### src/jlo_pkg.sv
// package for the lane 5 to 8 link parameter override bank
package jlo_pkg;

  // register offsets (printed offsets not multiples of four: index, byte = 4 x index)
  localparam logic [7:0] OVR_EN_IDX = 8'h86;
  localparam logic [7:0] FCHK_56_IDX = 8'h87;
  localparam logic [7:0] FCHK_78_IDX = 8'h88;
  localparam logic [7:0] IDENT_56_IDX = 8'h89;
  localparam logic [7:0] IDENT_78_IDX = 8'h8A;
  // own control register carrying the serial link write select
  localparam logic [7:0] WR_SEL_IDX = 8'h03;
  localparam int WR_SEL_BIT = 5;

  // field positions
  localparam int IDENT_EN_HI_BIT = 15;
  localparam int FCHK_EN_HI_BIT = 11;
  localparam int HI_FIELD_LSB = 8;
  localparam int LO_FIELD_LSB = 0;
  localparam int IDENT_W = 5;
  localparam int FCHK_W = 8;
  localparam int NUM_LANES = 4;

  // reset value and write masks
  localparam logic [15:0] REG_RESET = 16'h0000;
  localparam logic [15:0] OVR_EN_MASK = 16'hFF00;
  localparam logic [15:0] IDENT_MASK = 16'h1F1F;

  // default lane identifiers
  localparam logic [4:0] LANE5_DEFAULT_IDENT = 5'h05;
  localparam logic [4:0] LANE6_DEFAULT_IDENT = 5'h06;
  localparam logic [4:0] LANE7_DEFAULT_IDENT = 5'h07;
  localparam logic [4:0] LANE8_DEFAULT_IDENT = 5'h08;

  // per-lane value presented to the transmitter
  typedef struct packed {
    logic [4:0] ident;
    logic fchk_forced;
    logic [7:0] fchk;
  } jlo_lane_cfg_t;

endpackage : jlo_pkg

### src/jlo_lane_param_override.sv
// APB register bank overriding link lane identifiers and checksums, lanes 5 to 8
//
// Implementation choice: the APB interface to the registers.
`timescale 1ns/1ns

// Overview of operation
// - lane 5 ident default 00101 unless forced
// - lane 6 ident default 00110 unless forced
// - lane 7 ident default 00111 unless forced
// - lane 8 ident default 01000 unless forced
// - lane 5 checksum computed unless forced
// - lane 6 checksum computed unless forced
// - lanes 7/8 forced checksums at 0x88
// - lanes 5/6 forced identifiers at 0x89
// - lanes 7/8 forced identifiers at 0x8a
// - enables act only while write select set
// - all fields clear to zero on reset
module jlo_lane_param_override #(
  parameter int ADDR_W = 12
) (
  // clock and reset
  input wire logic pclk,
  input wire logic presetn,
  // apb slave
  input wire logic psel,
  input wire logic penable,
  input wire logic pwrite,
  input wire logic [ADDR_W-1:0] paddr,
  input wire logic [31:0] pwdata,
  input wire logic [3:0] pstrb,
  output logic [31:0] prdata,
  output logic pready,
  output logic pslverr,
  // per-lane values to the transmitter, lane 5 first
  output jlo_pkg::jlo_lane_cfg_t lane5_cfg,
  output jlo_pkg::jlo_lane_cfg_t lane6_cfg,
  output jlo_pkg::jlo_lane_cfg_t lane7_cfg,
  output jlo_pkg::jlo_lane_cfg_t lane8_cfg,
  // computed checksums from the transmitter
  input wire logic [7:0] lane5_calc_fchk,
  input wire logic [7:0] lane6_calc_fchk,
  input wire logic [7:0] lane7_calc_fchk,
  input wire logic [7:0] lane8_calc_fchk
);

  // register state
  logic [15:0] ovr_en_q, ovr_en_d;
  logic [15:0] fchk56_q, fchk56_d;
  logic [15:0] fchk78_q, fchk78_d;
  logic [15:0] ident56_q, ident56_d;
  logic [15:0] ident78_q, ident78_d;
  logic wr_sel_q, wr_sel_d;
  logic [31:0] prdata_q, prdata_d;
  logic pready_q, pready_d;
  logic pslverr_q, pslverr_d;
  jlo_pkg::jlo_lane_cfg_t l5_q, l5_d, l6_q, l6_d, l7_q, l7_d, l8_q, l8_d;

  logic [7:0] idx;
  logic aligned;
  logic access;
  logic mapped;
  logic [15:0] rd_val;
  logic [15:0] wmask;
  logic [3:0] id_en;
  logic [3:0] ck_en;

  // address decode: word index, low two bits must be zero
  assign idx = paddr[9:2];
  assign aligned = (paddr[1:0] == 2'h0) && (paddr[ADDR_W-1:10] == '0);
  // setup cycle of a transfer; answered in the following access cycle
  assign access = psel && !penable;

  // read mux and mapped check
  always_comb
  begin
    mapped = aligned;
    rd_val = 16'h0000;
    unique case (idx)
      jlo_pkg::OVR_EN_IDX: rd_val = ovr_en_q;
      jlo_pkg::FCHK_56_IDX: rd_val = fchk56_q;
      jlo_pkg::FCHK_78_IDX: rd_val = fchk78_q;
      jlo_pkg::IDENT_56_IDX: rd_val = ident56_q;
      jlo_pkg::IDENT_78_IDX: rd_val = ident78_q;
      jlo_pkg::WR_SEL_IDX: rd_val = 16'(wr_sel_q) << jlo_pkg::WR_SEL_BIT;
      default: mapped = 1'b0;
    endcase
    if (!aligned)
    begin
      rd_val = 16'h0000;
    end
  end

  // byte lane mask from the two low strobes
  assign wmask = {{8{pstrb[1]}}, {8{pstrb[0]}}};

  // write lands only at the edge that completes the access phase
  logic wr_commit;
  assign wr_commit = psel && penable && pready_q && pwrite && mapped;

  // bus answer: one access cycle after each setup
  always_comb
  begin
    prdata_d = 32'h0000_0000;
    pready_d = 1'b0;
    pslverr_d = 1'b0;
    if (access)
    begin
      pready_d = 1'b1;
      pslverr_d = !mapped;
      if (!pwrite && mapped)
      begin
        prdata_d = {16'h0000, rd_val};
      end
    end
  end

  // bus answer flops, idle after reset
  always_ff @(posedge pclk or negedge presetn)
  begin
    if (!presetn)
    begin
      prdata_q <= 32'h0000_0000;
      pready_q <= 1'b0;
      pslverr_q <= 1'b0;
    end
    else
    begin
      prdata_q <= prdata_d;
      pready_q <= pready_d;
      pslverr_q <= pslverr_d;
    end
  end

  // enable register: reserved low byte held at zero
  always_comb
  begin
    ovr_en_d = ovr_en_q;
    if (wr_commit && (idx == jlo_pkg::OVR_EN_IDX))
    begin
      ovr_en_d = (ovr_en_q & ~wmask) | (pwdata[15:0] & wmask & jlo_pkg::OVR_EN_MASK);
    end
  end

  // enable register flops; stored even while the select is off
  always_ff @(posedge pclk or negedge presetn)
  begin
    if (!presetn)
    begin
      ovr_en_q <= jlo_pkg::REG_RESET;
    end
    else
    begin
      ovr_en_q <= ovr_en_d;
    end
  end

  // lane 5 and 6 forced checksums, full bytes
  always_comb
  begin
    fchk56_d = fchk56_q;
    if (wr_commit && (idx == jlo_pkg::FCHK_56_IDX))
    begin
      fchk56_d = (fchk56_q & ~wmask) | (pwdata[15:0] & wmask);
    end
  end

  // lane 5 and 6 checksum flops
  always_ff @(posedge pclk or negedge presetn)
  begin
    if (!presetn)
    begin
      fchk56_q <= jlo_pkg::REG_RESET;
    end
    else
    begin
      fchk56_q <= fchk56_d;
    end
  end

  // lane 7 and 8 forced checksums, full bytes
  always_comb
  begin
    fchk78_d = fchk78_q;
    if (wr_commit && (idx == jlo_pkg::FCHK_78_IDX))
    begin
      fchk78_d = (fchk78_q & ~wmask) | (pwdata[15:0] & wmask);
    end
  end

  // lane 7 and 8 checksum flops
  always_ff @(posedge pclk or negedge presetn)
  begin
    if (!presetn)
    begin
      fchk78_q <= jlo_pkg::REG_RESET;
    end
    else
    begin
      fchk78_q <= fchk78_d;
    end
  end

  // lane 5 and 6 forced identifiers, reserved bits kept zero
  always_comb
  begin
    ident56_d = ident56_q;
    if (wr_commit && (idx == jlo_pkg::IDENT_56_IDX))
    begin
      ident56_d = (ident56_q & ~wmask) | (pwdata[15:0] & wmask & jlo_pkg::IDENT_MASK);
    end
  end

  // lane 5 and 6 identifier flops
  always_ff @(posedge pclk or negedge presetn)
  begin
    if (!presetn)
    begin
      ident56_q <= jlo_pkg::REG_RESET;
    end
    else
    begin
      ident56_q <= ident56_d;
    end
  end

  // lane 7 and 8 forced identifiers, reserved bits kept zero
  always_comb
  begin
    ident78_d = ident78_q;
    if (wr_commit && (idx == jlo_pkg::IDENT_78_IDX))
    begin
      ident78_d = (ident78_q & ~wmask) | (pwdata[15:0] & wmask & jlo_pkg::IDENT_MASK);
    end
  end

  // lane 7 and 8 identifier flops
  always_ff @(posedge pclk or negedge presetn)
  begin
    if (!presetn)
    begin
      ident78_q <= jlo_pkg::REG_RESET;
    end
    else
    begin
      ident78_q <= ident78_d;
    end
  end

  // serial link write select, low byte strobe only
  always_comb
  begin
    wr_sel_d = wr_sel_q;
    if (wr_commit && (idx == jlo_pkg::WR_SEL_IDX) && pstrb[0])
    begin
      wr_sel_d = pwdata[jlo_pkg::WR_SEL_BIT];
    end
  end

  // write select flop; off after reset so enables wait for it
  always_ff @(posedge pclk or negedge presetn)
  begin
    if (!presetn)
    begin
      wr_sel_q <= 1'b0;
    end
    else
    begin
      wr_sel_q <= wr_sel_d;
    end
  end

  // enables gated by the serial link write select
  always_comb
  begin
    for (int i = 0; i < jlo_pkg::NUM_LANES; i++)
    begin
      id_en[i] = wr_sel_q && ovr_en_q[jlo_pkg::IDENT_EN_HI_BIT - i];
      ck_en[i] = wr_sel_q && ovr_en_q[jlo_pkg::FCHK_EN_HI_BIT - i];
    end
  end

  // per-lane selection of identifier and checksum
  always_comb
  begin
    l5_d.ident = id_en[0] ? ident56_q[12:8] : jlo_pkg::LANE5_DEFAULT_IDENT;
    l6_d.ident = id_en[1] ? ident56_q[4:0] : jlo_pkg::LANE6_DEFAULT_IDENT;
    l7_d.ident = id_en[2] ? ident78_q[12:8] : jlo_pkg::LANE7_DEFAULT_IDENT;
    l8_d.ident = id_en[3] ? ident78_q[4:0] : jlo_pkg::LANE8_DEFAULT_IDENT;
    l5_d.fchk_forced = ck_en[0];
    l6_d.fchk_forced = ck_en[1];
    l7_d.fchk_forced = ck_en[2];
    l8_d.fchk_forced = ck_en[3];
    l5_d.fchk = ck_en[0] ? fchk56_q[15:8] : lane5_calc_fchk;
    l6_d.fchk = ck_en[1] ? fchk56_q[7:0] : lane6_calc_fchk;
    l7_d.fchk = ck_en[2] ? fchk78_q[15:8] : lane7_calc_fchk;
    l8_d.fchk = ck_en[3] ? fchk78_q[7:0] : lane8_calc_fchk;
  end

  // lane value flops; defaults and no forcing during reset
  always_ff @(posedge pclk or negedge presetn)
  begin
    if (!presetn)
    begin
      l5_q <= '{ident: jlo_pkg::LANE5_DEFAULT_IDENT, fchk_forced: 1'b0, fchk: 8'h00};
      l6_q <= '{ident: jlo_pkg::LANE6_DEFAULT_IDENT, fchk_forced: 1'b0, fchk: 8'h00};
      l7_q <= '{ident: jlo_pkg::LANE7_DEFAULT_IDENT, fchk_forced: 1'b0, fchk: 8'h00};
      l8_q <= '{ident: jlo_pkg::LANE8_DEFAULT_IDENT, fchk_forced: 1'b0, fchk: 8'h00};
    end
    else
    begin
      // one cycle of latency on the computed checksum path
      l5_q <= l5_d;
      l6_q <= l6_d;
      l7_q <= l7_d;
      l8_q <= l8_d;
    end
  end

  // outputs straight from flip-flops
  assign prdata = prdata_q;
  assign pready = pready_q;
  assign pslverr = pslverr_q;
  assign lane5_cfg = l5_q;
  assign lane6_cfg = l6_q;
  assign lane7_cfg = l7_q;
  assign lane8_cfg = l8_q;

endmodule : jlo_lane_param_override

### config.mk
export PLATFORM = sky130hd
export DESIGN_NAME = jlo_lane_param_override
export DESIGN_NICKNAME = d
export VERILOG_FILES = /design/src/jlo_pkg.sv /design/src/jlo_lane_param_override.sv
export SDC_FILE = /design/constraint.sdc
export NUM_CORES = 1
export LEC_CHECK = 0
export ABC_AREA = 1
export BUFFER_PORTS_ARGS = -buffer_cell sky130_fd_sc_hd__buf_4
export CORE_MARGIN = 2
export CORE_UTILIZATION = 55
export CTS_CLUSTER_DIAMETER = 40
export DETAILED_ROUTE_END_ITERATION = 12
export HOLD_SLACK_MARGIN = 0.15
export PLACE_DENSITY = 0.91
export REMOVE_ABC_BUFFERS = 1
export SLEW_MARGIN = 20
export SYNTH_ARGS = -nofsm -noshare
export SYNTH_HDL_FRONTEND = slang
export SYNTH_SLANG_ARGS = --single-unit
### constraint.sdc
create_clock -name pclk -period 3.3 [get_ports pclk]
set_input_delay 0.495 -clock pclk [delete_from_list [all_inputs] [get_ports pclk]]
set_output_delay 0.495 -clock pclk [all_outputs]
set_load 0.01 [all_outputs]
# == Word level (Yosys, flattened, before mapping) ==
# Cells that the tools add are included.
# classes
n_bitwise,12
n_mux,15
reduce_logical,28
n_eq_ne,6
# ops
op,count
bitwise AND 16 bit,6
one-hot mux 16 bit (6 select lines),1
2-to-1 mux 16 bit,3
bitwise OR 16 bit,3
"equality test 8 bit, second input constant",5
2-to-1 mux 8 bit,4
bitwise OR 16 x 13 -> 16 bit,2
logical AND 1 bit,22
2-to-1 mux 5 bit,4
NOT 16 bit,1
"equality test 8 x 2 -> 1 bit, second input constant",1
OR reduction 6 bit,1
zero test 2 bit,2
zero test 1 bit,3
2-to-1 mux 1 bit,3
# totals
regBits,171
wordCells,82
out_inout_bits,90
in_bits,85

# == Logic depth before layout (Yosys ltp) ==
# Gate-level depths: netlist of the first run.
# depth
depth_word,6
mapped_depth,11
depth_no_buf,10

# == Worst setup path before layout of the first run ==
# OpenSTA, ideal clock, no wires.
# synth_path
path_type,in2reg
start,input port paddr[7]
end,register with a tool-made name
t_required_ns,3.183
setup_time_ns,0.117
arrival_ns,1.646
path_buffers,0
path_stages,8
setup_slack_ns,1.537
cell_sequence,nor2_1 > nand2_1 > nor2_1 > nand2_1 > nor2_2 > nand3_2 > nand2_1 > nand2_1
# synth_lines
element,line,source
from (decl),jlo_lane_param_override.sv:28,"input wire logic [ADDR_W-1:0] paddr,"

==> results.cfg, run 1 <==
[outcome]
outcome = completed

[synthesis]
synthCells = 743
synth_top_area_share = 0.5532
synth_edf_count = 0
yosysWarnings = 0
yosysMostFrequentCell = nand2_1
syn_area_sq_um = 6650
ys_seq_area_frac = 0.5848
synth_area_leader_cell = dfrtp_1
synthTopCellsByCount = nand2_1 (205), dfrtp_1 (147), inv_1 (91)
synth_cell_types = 30
ys.flop_type = dfrtp_1
yosys-top-cells-area = dfrtp_1 (55%), nand2_1 (12%), inv_1 (5.1%), nor2_1 (4.1%), dfstp_2 (3.2%)
synth-seq-cells = 155
async_flop_share = 1.000
syn_area_per_cell_sq_um = 8.950

[global_routing]
grt_pass1_vias = 5611
grt_first_pass_wirelength_um = 28600
antenna_found_initial = 0
grt-ovfl-total = 0
grt_use_total = 0.2881
grt_max_degree = 64

[critical_path]
worst-path-stages = 11
worstSetupStartpointType = input pin
worst_ep_required_time_ps = 3620
crit_type = in -> reg
arrival_ps = 2530
rr_worst_depth = 6
critPathTopFamily = simple AND/OR/NAND/NOR gates
critPathCaptureType = register
cpMostUsedCell = nand2_1
slowest_stage = nand2_2
crit_start = paddr[8]
path_buf_inv = 3
crit_chain = buf_4 > inv_1 > nand2_1 > nor2_2 > nand2_2 > nand3_2 > and2_4 > buf_4 > nand3_2 > nand2_1 > nand2_1
cp_slowest_stage_delay_ps = 320
worst-path-max-fanout = 27
regToRegStartpoint = pready
r2r_slack_ps = 1460

[route]
drc = 0
drt_iter0_drc = 762
dr.pass1.iters = 8
postRouteAntennaNets = 0
vias = 5802
routed_wl_um = 18010
wire_per_inst_um = 17.19
avgViaCountPerCell = 5.536

[pwr]
cellLeakagePower_nw = 4.395
power_density_nw_per_um2 = 494.7
vdd_drop_max_mv = 0.2656

[clock_tree]
cts.repair.resized = 0
path_clk_slew_ps = 60
clk_path_buf_depth = 2
clock_latency_ps = 430
ctsRootBufferMaster = clkbuf_16
cts_max_level = 4
tritoncts = built
cts_inserted_buffers = 17
cts.sinks = 155

[layout]
num_antenna_cells = 0
synthToLayoutAreaGrowth_pct = 26.43
drive_gt1_frac = 0.2309
fin_nets = 973

[sta]
hold_ws_ps = 266.8
finalMaxSlewViolations = 0
period_share = 0.6694
tightest_slew_ps = 585.1
hold_viol = 0
rsz0062_at_grt = false
setup_viol = 0
final.setup_skew_ps = 5.031
fin_tns_setup_ps = 0
min_period_ps = 2209
slew_headroom = 0.6090
max_freq_ghz = 0.4527
postLayoutSetupSlackWorst_ps = 1091

[die]
fp.dieW_um = 114.0
io_pins = 175
die_h_um = 114.0
start_util = 0.5583
dieArea_sq_um = 12990
core_sq_um = 11910
num_rows = 40

[placement]
dp_slack_ps = 746.7
dp.final_hpwl_um = 11620
port_buffers = 140
gp_congestion = 0.8878

[flow_run]
drv_cap = 0

[hold_path]
hold_class = in -> reg
==> routing by layer <==
metal  share of wire  track usage
met4           0.044       0.1228
met1            0.37       0.3820
met2            0.47       0.4556
met3            0.11      0.07333
met5               0            0
==> cell type report <==
type                            instances  area, sq um
Sequential cell                       155         3889
Fill cell                             825         3503
Multi-Input combinational cell        470         2236
Timing Repair Buffer                  148         1130
Clock buffer                           18        439.2
Inverter                               96        360.3
Tap cell                              147        183.9
Clock inverter                         14        170.2
==> how the worst min path moves through the flow <==
stage                       start                    endpoint  slack (ps)  depth (start not counted)
2_1_floorplan             presetn  asynchronous set/reset pin         200                          0
3_3_place_gp        ident78_q[15]               ident78_q[15]         450                          2
3_5_place_dp        ident56_q[15]               ident56_q[15]         460                          2
4_1_cts                   penable                     pslverr         260                          2
5_1_grt                   penable                     pslverr         260                          2
6_report       lane7_calc_fchk[6]                lane7_cfg[6]         270                          3
==> logic make-up (layout without fill, tap and decap cells) <==
group,after synthesis,count (layout),share of synthesized area
AND/OR/NAND/NOR,364,364,0.2420
flip-flops,155,155,0.5848
buffers and inverters,133,276,0.08749
AO/OA/AOI/OAI,90,90,0.08523
other,1,16,0.0005639
==> what timing repair did <==
action	in CTS	in global routing
hold buffers	1	0
hold endpoints to repair	61	0
setup buffers	0	0
==> layout by cell type (no fill, tap or decap), types with 13 or more instances in the layout <==
cell,count
o21bai_1,27
buf_4,145
nand2_1,205
inv_1,91
nand3_1,35
clkbuf_16,17
conb_1,16
o22ai_1,13
dfrtp_1,147
o21ai_0,34
nor2_1,72
nand4_1,26
==> metrics by stage <==
stage	power (mW)	instances	utilization	cell area (sq um)
floorplan	2.018	721	-	6485
global placement	2.175	1015	0.6539	7789
detailed placement	2.181	1015	0.6539	7789
CTS	4.159	1048	0.7059	8408
global route	4.274	1048	0.7059	8408
finish	4.160	1048	0.7059	8408
==> tightest hold or removal path, stage by stage <==
cell	delay, ps
buf_4	70
nand2_1	40
nand2_1	50
==> power breakdown <==
group | total (mW) | internal (mW) | switching [mW]
registers | 1.93 | 1.92 | 0.00649
logic | 0.221 | 0.0947 | 0.127
clock network | 2.01 | 1.21 | 0.799
total | 4.16 | 3.23 | 0.932
(Power assumes the default switching activity.)
==> run 2, diff against run 1 <==
--- a/config.mk
+++ b/config.mk
@@ -8,11 +8,11 @@
 export ABC_AREA = 1
 export BUFFER_PORTS_ARGS = -buffer_cell sky130_fd_sc_hd__buf_4
 export CORE_MARGIN = 2
-export CORE_UTILIZATION = 55
+export CORE_UTILIZATION = 48
 export CTS_CLUSTER_DIAMETER = 40
 export DETAILED_ROUTE_END_ITERATION = 12
 export HOLD_SLACK_MARGIN = 0.15
-export PLACE_DENSITY = 0.91
+export PLACE_DENSITY = 0.85
 export REMOVE_ABC_BUFFERS = 1
 export SLEW_MARGIN = 20
 export SYNTH_ARGS = -nofsm -noshare
==> constraint.sdc (replaced) <==
create_clock -name pclk -period 2 [get_ports pclk]
set_input_delay 0.3 -clock pclk [delete_from_list [all_inputs] [get_ports pclk]]
set_output_delay 0.3 -clock pclk [all_outputs]
set_load 0.01 [all_outputs]
==> run 2 against run 1 <==
Effect of this change:
- die area is 14% higher
- sequential power is 65% higher
- via count is 3.8% higher
- clock skew is 2.7 ps higher
- utilization is 4.5 points lower
- worst hold slack worse by 100 ps
- design area is 7.9% higher
- routed wire length is 3.3% higher
- total power is 60% higher
==> results.cfg, run 2 (synthesis results as in run 1) <==
[outcome]
outcome = completed

[clock_tree]
ctsRootBufferMaster = clkbuf_16
tritoncts = built
cts_inserted_buffers = 17
cts_max_level = 4
post_cts_buffers = 0
path_clk_slew_ps = 60
clk_path_buf_depth = 2
clock_latency_ps = 430
cts.sinks = 155

[critical_path]
worstSetupEndpoint = pslverr
reg2reg_to = ident78_q[15]
worstSetupStartpointType = input pin
worst-path-max-fanout = 14
crit_type = in -> reg
regToRegStartpoint = pready
worst_ep_required_time_ps = 2310
critPathCaptureType = register
rr_worst_depth = 6
arrival_ps = 2210
r2r_slack_ps = 330
crit_start = paddr[7]

[die]
dieArea_sq_um = 14810
num_rows = 43
fp.dieW_um = 121.7
die_h_um = 121.7
io_pins = 175
start_util = 0.4847
core_sq_um = 13720

[pwr]
pwr-share-clk = 0.452
power_density_nw_per_um2 = 732.7
net-switching-power_mw = 1.382
combPwrFrac = 0.069
seqPwrFrac = 0.479
power_mw = 6.646
switching_share = 0.2079
cellLeakagePower_nw = 4.689
internal-power_mw = 5.264
vdd_drop_max_mv = 0.4981

[sta]
max_freq_ghz = 0.5257
slew_headroom = 0.6287
setup_viol = 0
rsz0062_at_grt = false
period_share = 0.9512
min_period_ps = 1902
final.setup_skew_ps = 7.774
tightest_slew_ps = 555.7
hold_ws_ps = 163.3
fin_tns_setup_ps = 0
finalMaxSlewViolations = 0
hold_viol = 0

[global_routing]
antenna_found_initial = 0
grt-ovfl-total = 0
grt_use_total = 0.2636
grt_pass1_vias = 5853
grt_max_degree = 56
grt_first_pass_wirelength_um = 29590

[layout]
final_cells = 1148
multi_input_area_sq_um = 2241
mostFrequentLayoutCell = nand2_1
fin_nets = 1042
synthToLayoutAreaGrowth_pct = 36.41
finish.instance_area_sq_um = 9071
drive_gt1_frac = 0.2273
num_antenna_cells = 0
seqCellArea_sq_um = 3889
final_cell_mix = nand2_1 (205), buf_4 (163), dfrtp_1 (147)
n_fill_cell = 1012

[route]
postRouteAntennaNets = 0
routed_wl_um = 18620
dr.pass1.iters = 7
avgViaCountPerCell = 5.246
vias = 6022
drt_iter0_drc = 634
wire_per_inst_um = 16.22
drc = 0

[placement]
placed_area_sq_um = 8025
gp_congestion = 0.9505
dp.final_hpwl_um = 12320
port_buffers = 140
dp_cells = 1069

[hold_path]
hold_class = in -> reg

[flow_run]
drv_cap = 0
## run 2: cell types whose count changed in the layout (fill, tap and decap cells not counted), moves of 4 or more
cell | previous run | this run
clkbuf_8 | 1 | 5
clkinvlp_4 | 4 | 0
dlygate4sd3_1 | 1 | 49
clkbuf_1 | 0 | 7
buf_4 | 145 | 163
## run 2: power groups by stage
| stage | sequential [mW] | combinational, mW | clock [mW] |
|---|---|---|---|
| 2_1_floorplan | 3.26 | 0.0724 | 0 |
| 3_3_place_gp | 3.24 | 0.365 | 0 |
| 3_5_place_dp | 3.24 | 0.370 | 0 |
| 4_1_cts | 3.18 | 0.448 | 3.03 |
| 5_1_grt | 3.19 | 0.497 | 3.19 |
| 6_report | 3.18 | 0.455 | 3.01 |
## run 2: final cells by class
type                    count  share of cell area
clock buffers              29             0.05738
clock inverters             1            0.003310
inverters                  96             0.03972
multi-input cells         470              0.2470
flip-flops and latches    155              0.4287
well taps                 180             0.02483
repair buffers            217              0.1990
## run 2: stage by stage
step	util	setup slack, ps
2_1_floorplan	-	-289.2
3_3_place_gp	0.5850	93.84
3_5_place_dp	0.5850	0.7538
4_1_cts	0.6608	144.3
5_1_grt	0.6612	31.65
6_report	0.6612	97.68
## run 2: critical path, stage by stage
cell and delay (ps):
buf_4 110, nor2_1 180, nand2_1 110, nor2_1 180, nor2_1 80, nand3_2 140
and2_4 250, buf_4 220, nor3_1 80, dlygate4sd3_1 550
## run 2: repair_timing
| item | in CTS | in global routing |
|---|---|---|
| endpoints found under the hold margin | 112 | 0 |
| hold buffers | 49 | 0 |
| gates resized for setup | 0 | 1 |
| endpoints found under the setup margin | 0 | 5 |
## run 2: how the worst min path moves through the flow
stage / startpoint / to / slack (ps) / cells past startpoint
global placement: presetn / lane8_cfg[4] / 310 / 1
CTS: pwdata[15] / register / 150 / 3
floorplan: presetn / asynchronous set/reset pin / 4 / 0
global route: pwdata[13] / register / 170 / 3
detailed placement: presetn / prdata[7] / 310 / 1
finish: pwdata[15] / register / 160 / 3
## run 2: metal layers
| layer | wire length [um] | track usage | vias up | share of wire |
|---|---|---|---|---|
| met2 | 8988 | 0.4259 | 382 | 0.48 |
| met4 | 671 | 0.1243 | 0 | 0.036 |
| li1 | - | - | 2761 | - |
| met5 | 0 | 0 | - | 0 |
| met1 | 7237 | 0.3368 | 2807 | 0.39 |
| met3 | 1720 | 0.06367 | 72 | 0.092 |
==> run 3, diff against run 2 <==
--- a/config.mk
+++ b/config.mk
@@ -8,11 +8,12 @@
 export ABC_AREA = 1
 export BUFFER_PORTS_ARGS = -buffer_cell sky130_fd_sc_hd__buf_4
 export CORE_MARGIN = 2
-export CORE_UTILIZATION = 48
+export CORE_UTILIZATION = 49
+export CTS_BUF_LIST = sky130_fd_sc_hd__clkbuf_8
 export CTS_CLUSTER_DIAMETER = 40
 export DETAILED_ROUTE_END_ITERATION = 12
 export HOLD_SLACK_MARGIN = 0.15
-export PLACE_DENSITY = 0.85
+export PLACE_DENSITY = 0.86
 export REMOVE_ABC_BUFFERS = 1
 export SLEW_MARGIN = 20
 export SYNTH_ARGS = -nofsm -noshare
==> constraint.sdc (replaced) <==
create_clock -name pclk -period 1.75 [get_ports pclk]
set_input_delay 0.2625 -clock pclk [delete_from_list [all_inputs] [get_ports pclk]]
set_output_delay 0.2625 -clock pclk [all_outputs]
set_load 0.01 [all_outputs]
==> run 3 against run 2 <==
Effect of this change:
- cell count increased by 1.6%
- via count increased by 1.6%
- clock power is 19% lower
- sequential share of layout area increased by 0.071 points
- worst setup slack worse by 48 ps
- clock skew up 4.0 ps
- utilization is 2.3 points higher
- first-iteration DRC count decreased by 15%
- register-to-register slack got worse by 170 ps
- routed wire length is 1.9% higher
- critical path type unchanged
- largest cell class unchanged
- largest power group unchanged
==> results.cfg, run 3 (synthesis results as in run 1) <==
[outcome]
outcome = completed

[sta]
tightest_slew_ps = 519.4
period_share = 0.9714
setup_viol = 0
rsz0062_at_grt = false
final.setup_skew_ps = 11.76
hold_ws_ps = 199.9
min_period_ps = 1700
finalMaxSlewViolations = 0
fin_tns_setup_ps = 0
max_freq_ghz = 0.5882
slew_headroom = 0.6529
hold_viol = 0

[hold_path]
hold_class = in -> reg
holdPathStages = 5

[layout]
final_cell_mix = nand2_1 (205), buf_4 (178), dfrtp_1 (147)
synthToLayoutAreaGrowth_pct = 36.18
finish.utilization = 0.6839
finish.instance_area_sq_um = 9056
num_antenna_cells = 0
fin_nets = 1062
mostFrequentLayoutCell = nand2_1
drive_gt1_frac = 0.2404

[route]
postRouteAntennaNets = 0
wire_per_inst_um = 16.27
drt_iter0_drc = 541
avgViaCountPerCell = 5.247
vias = 6118
drc = 0
dr.pass1.iters = 5
routed_wl_um = 18980

[global_routing]
grt-ovfl-total = 0
grt_max_degree = 59
antenna_found_initial = 0
grt_use_total = 0.2726
grt_pass1_vias = 6198
grt_first_pass_wirelength_um = 30440

[placement]
placed_area_sq_um = 8153
port_buffers = 140
gp_congestion = 0.9147
dp.final_hpwl_um = 12480

[pwr]
internal-power_mw = 5.114
cellLeakagePower_nw = 4.741
seqPwrFrac = 0.549
power_density_nw_per_um2 = 731.1
switching_share = 0.2276
net-switching-power_mw = 1.507
power_mw = 6.621
combPwrFrac = 0.081
pwr-share-clk = 0.371
vdd_drop_max_mv = 0.4582

[die]
num_rows = 42
die_h_um = 120.5
io_pins = 175
fp.dieW_um = 120.5
dieArea_sq_um = 14520
core_sq_um = 13240
start_util = 0.5022

[flow_run]
drv_cap = 0

[critical_path]
worstSetupStartpointType = input pin
cp_slowest_stage_delay_ps = 540
worst-path-stages = 8
worst_ep_required_time_ps = 2090
rr_worst_depth = 6
worst-path-max-fanout = 8
critPathCaptureType = register
arrival_ps = 2040
crit_chain = dlygate4sd3_1 > buf_4 > nand3_1 > nor2_4 > buf_4 > nand3_1 > nand2_1 > nand2_1
crit_type = in -> reg
slowest_stage = dlygate4sd3_1
path_buf_inv = 3
critPathTopFamily = simple AND/OR/NAND/NOR gates

[clock_tree]
clock_latency_ps = 450
ctsRootBufferMaster = clkbuf_8
cts.sinks = 155
tritoncts = built
path_clk_slew_ps = 80
clk_path_buf_depth = 2
cts_max_level = 4
cts_inserted_buffers = 17
[run 3: per-layer routing]
layer,up-vias,part of all wire,GRT usage,wire (um)
li1,2799,-,-,-
met1,2851,0.39,0.3539,7462
met2,394,0.48,0.4322,9085
met3,74,0.093,0.06132,1761
met4,0,0.035,0.1374,666
met5,-,0,0,0
[run 3: path summary, 6_finish.rpt]
path,from,end,slack (ps)
min in group asynchronous,presetn,asynchronous set/reset pin,250
setup reg to reg,pready,register,160
hold reg to reg,ident78_q[13],ident78_q[13],470
max in group asynchronous,presetn,pready,850
hold / removal,paddr[10],wr_sel_q,200
setup / recovery,penable,register,50
[run 3: worst reg2reg max path, delay by kind of cell, from the launching register on]
family / cells / cell delay, ps
buf+inv: 1 / 220
simple gates: 5 / 920
flops: 1 / 350
[run 3: through the flow]
stage / worst slack [ps] / cells
after global routing: 8.814 / 1166
final: 50.04 / 1166
after detailed placement: -106.8 / 1081
after floorplan: -501.7 / 721
after global placement: 0.4703 / 1081
after CTS: 30.82 / 1166
[run 3: repair_timing]
item	4_1_cts	5_1_grt
resized for setup	0	4
buffers inserted	0	0
hold buffers	53	0
endpoints found under the hold margin	242	0
setup endpoints to repair	0	52
[run 3: power groups by stage]
stage                     Sequential [mW]  Clock, mW  Combinational (mW)
after floorplan                      3.72          0              0.0827
after global placement               3.70          0               0.420
after detailed placement             3.70          0               0.428
after CTS                            3.63       2.45               0.524
after global routing                 3.63       2.64               0.581
final                                3.63       2.45               0.533
[run 3: area by class of cell]
| type | instances | area (sq um) |
|---|---|---|
| Multi-Input combinational cell | 470 | 2251 |
| Tap cell | 176 | 220.2 |
| Fill cell | 936 | 4187 |
| Timing Repair Buffer | 237 | 1978 |
| Sequential cell | 155 | 3889 |
| Inverter | 96 | 360.3 |
| Clock inverter | 11 | 68.82 |
| Clock buffer | 21 | 289.0 |
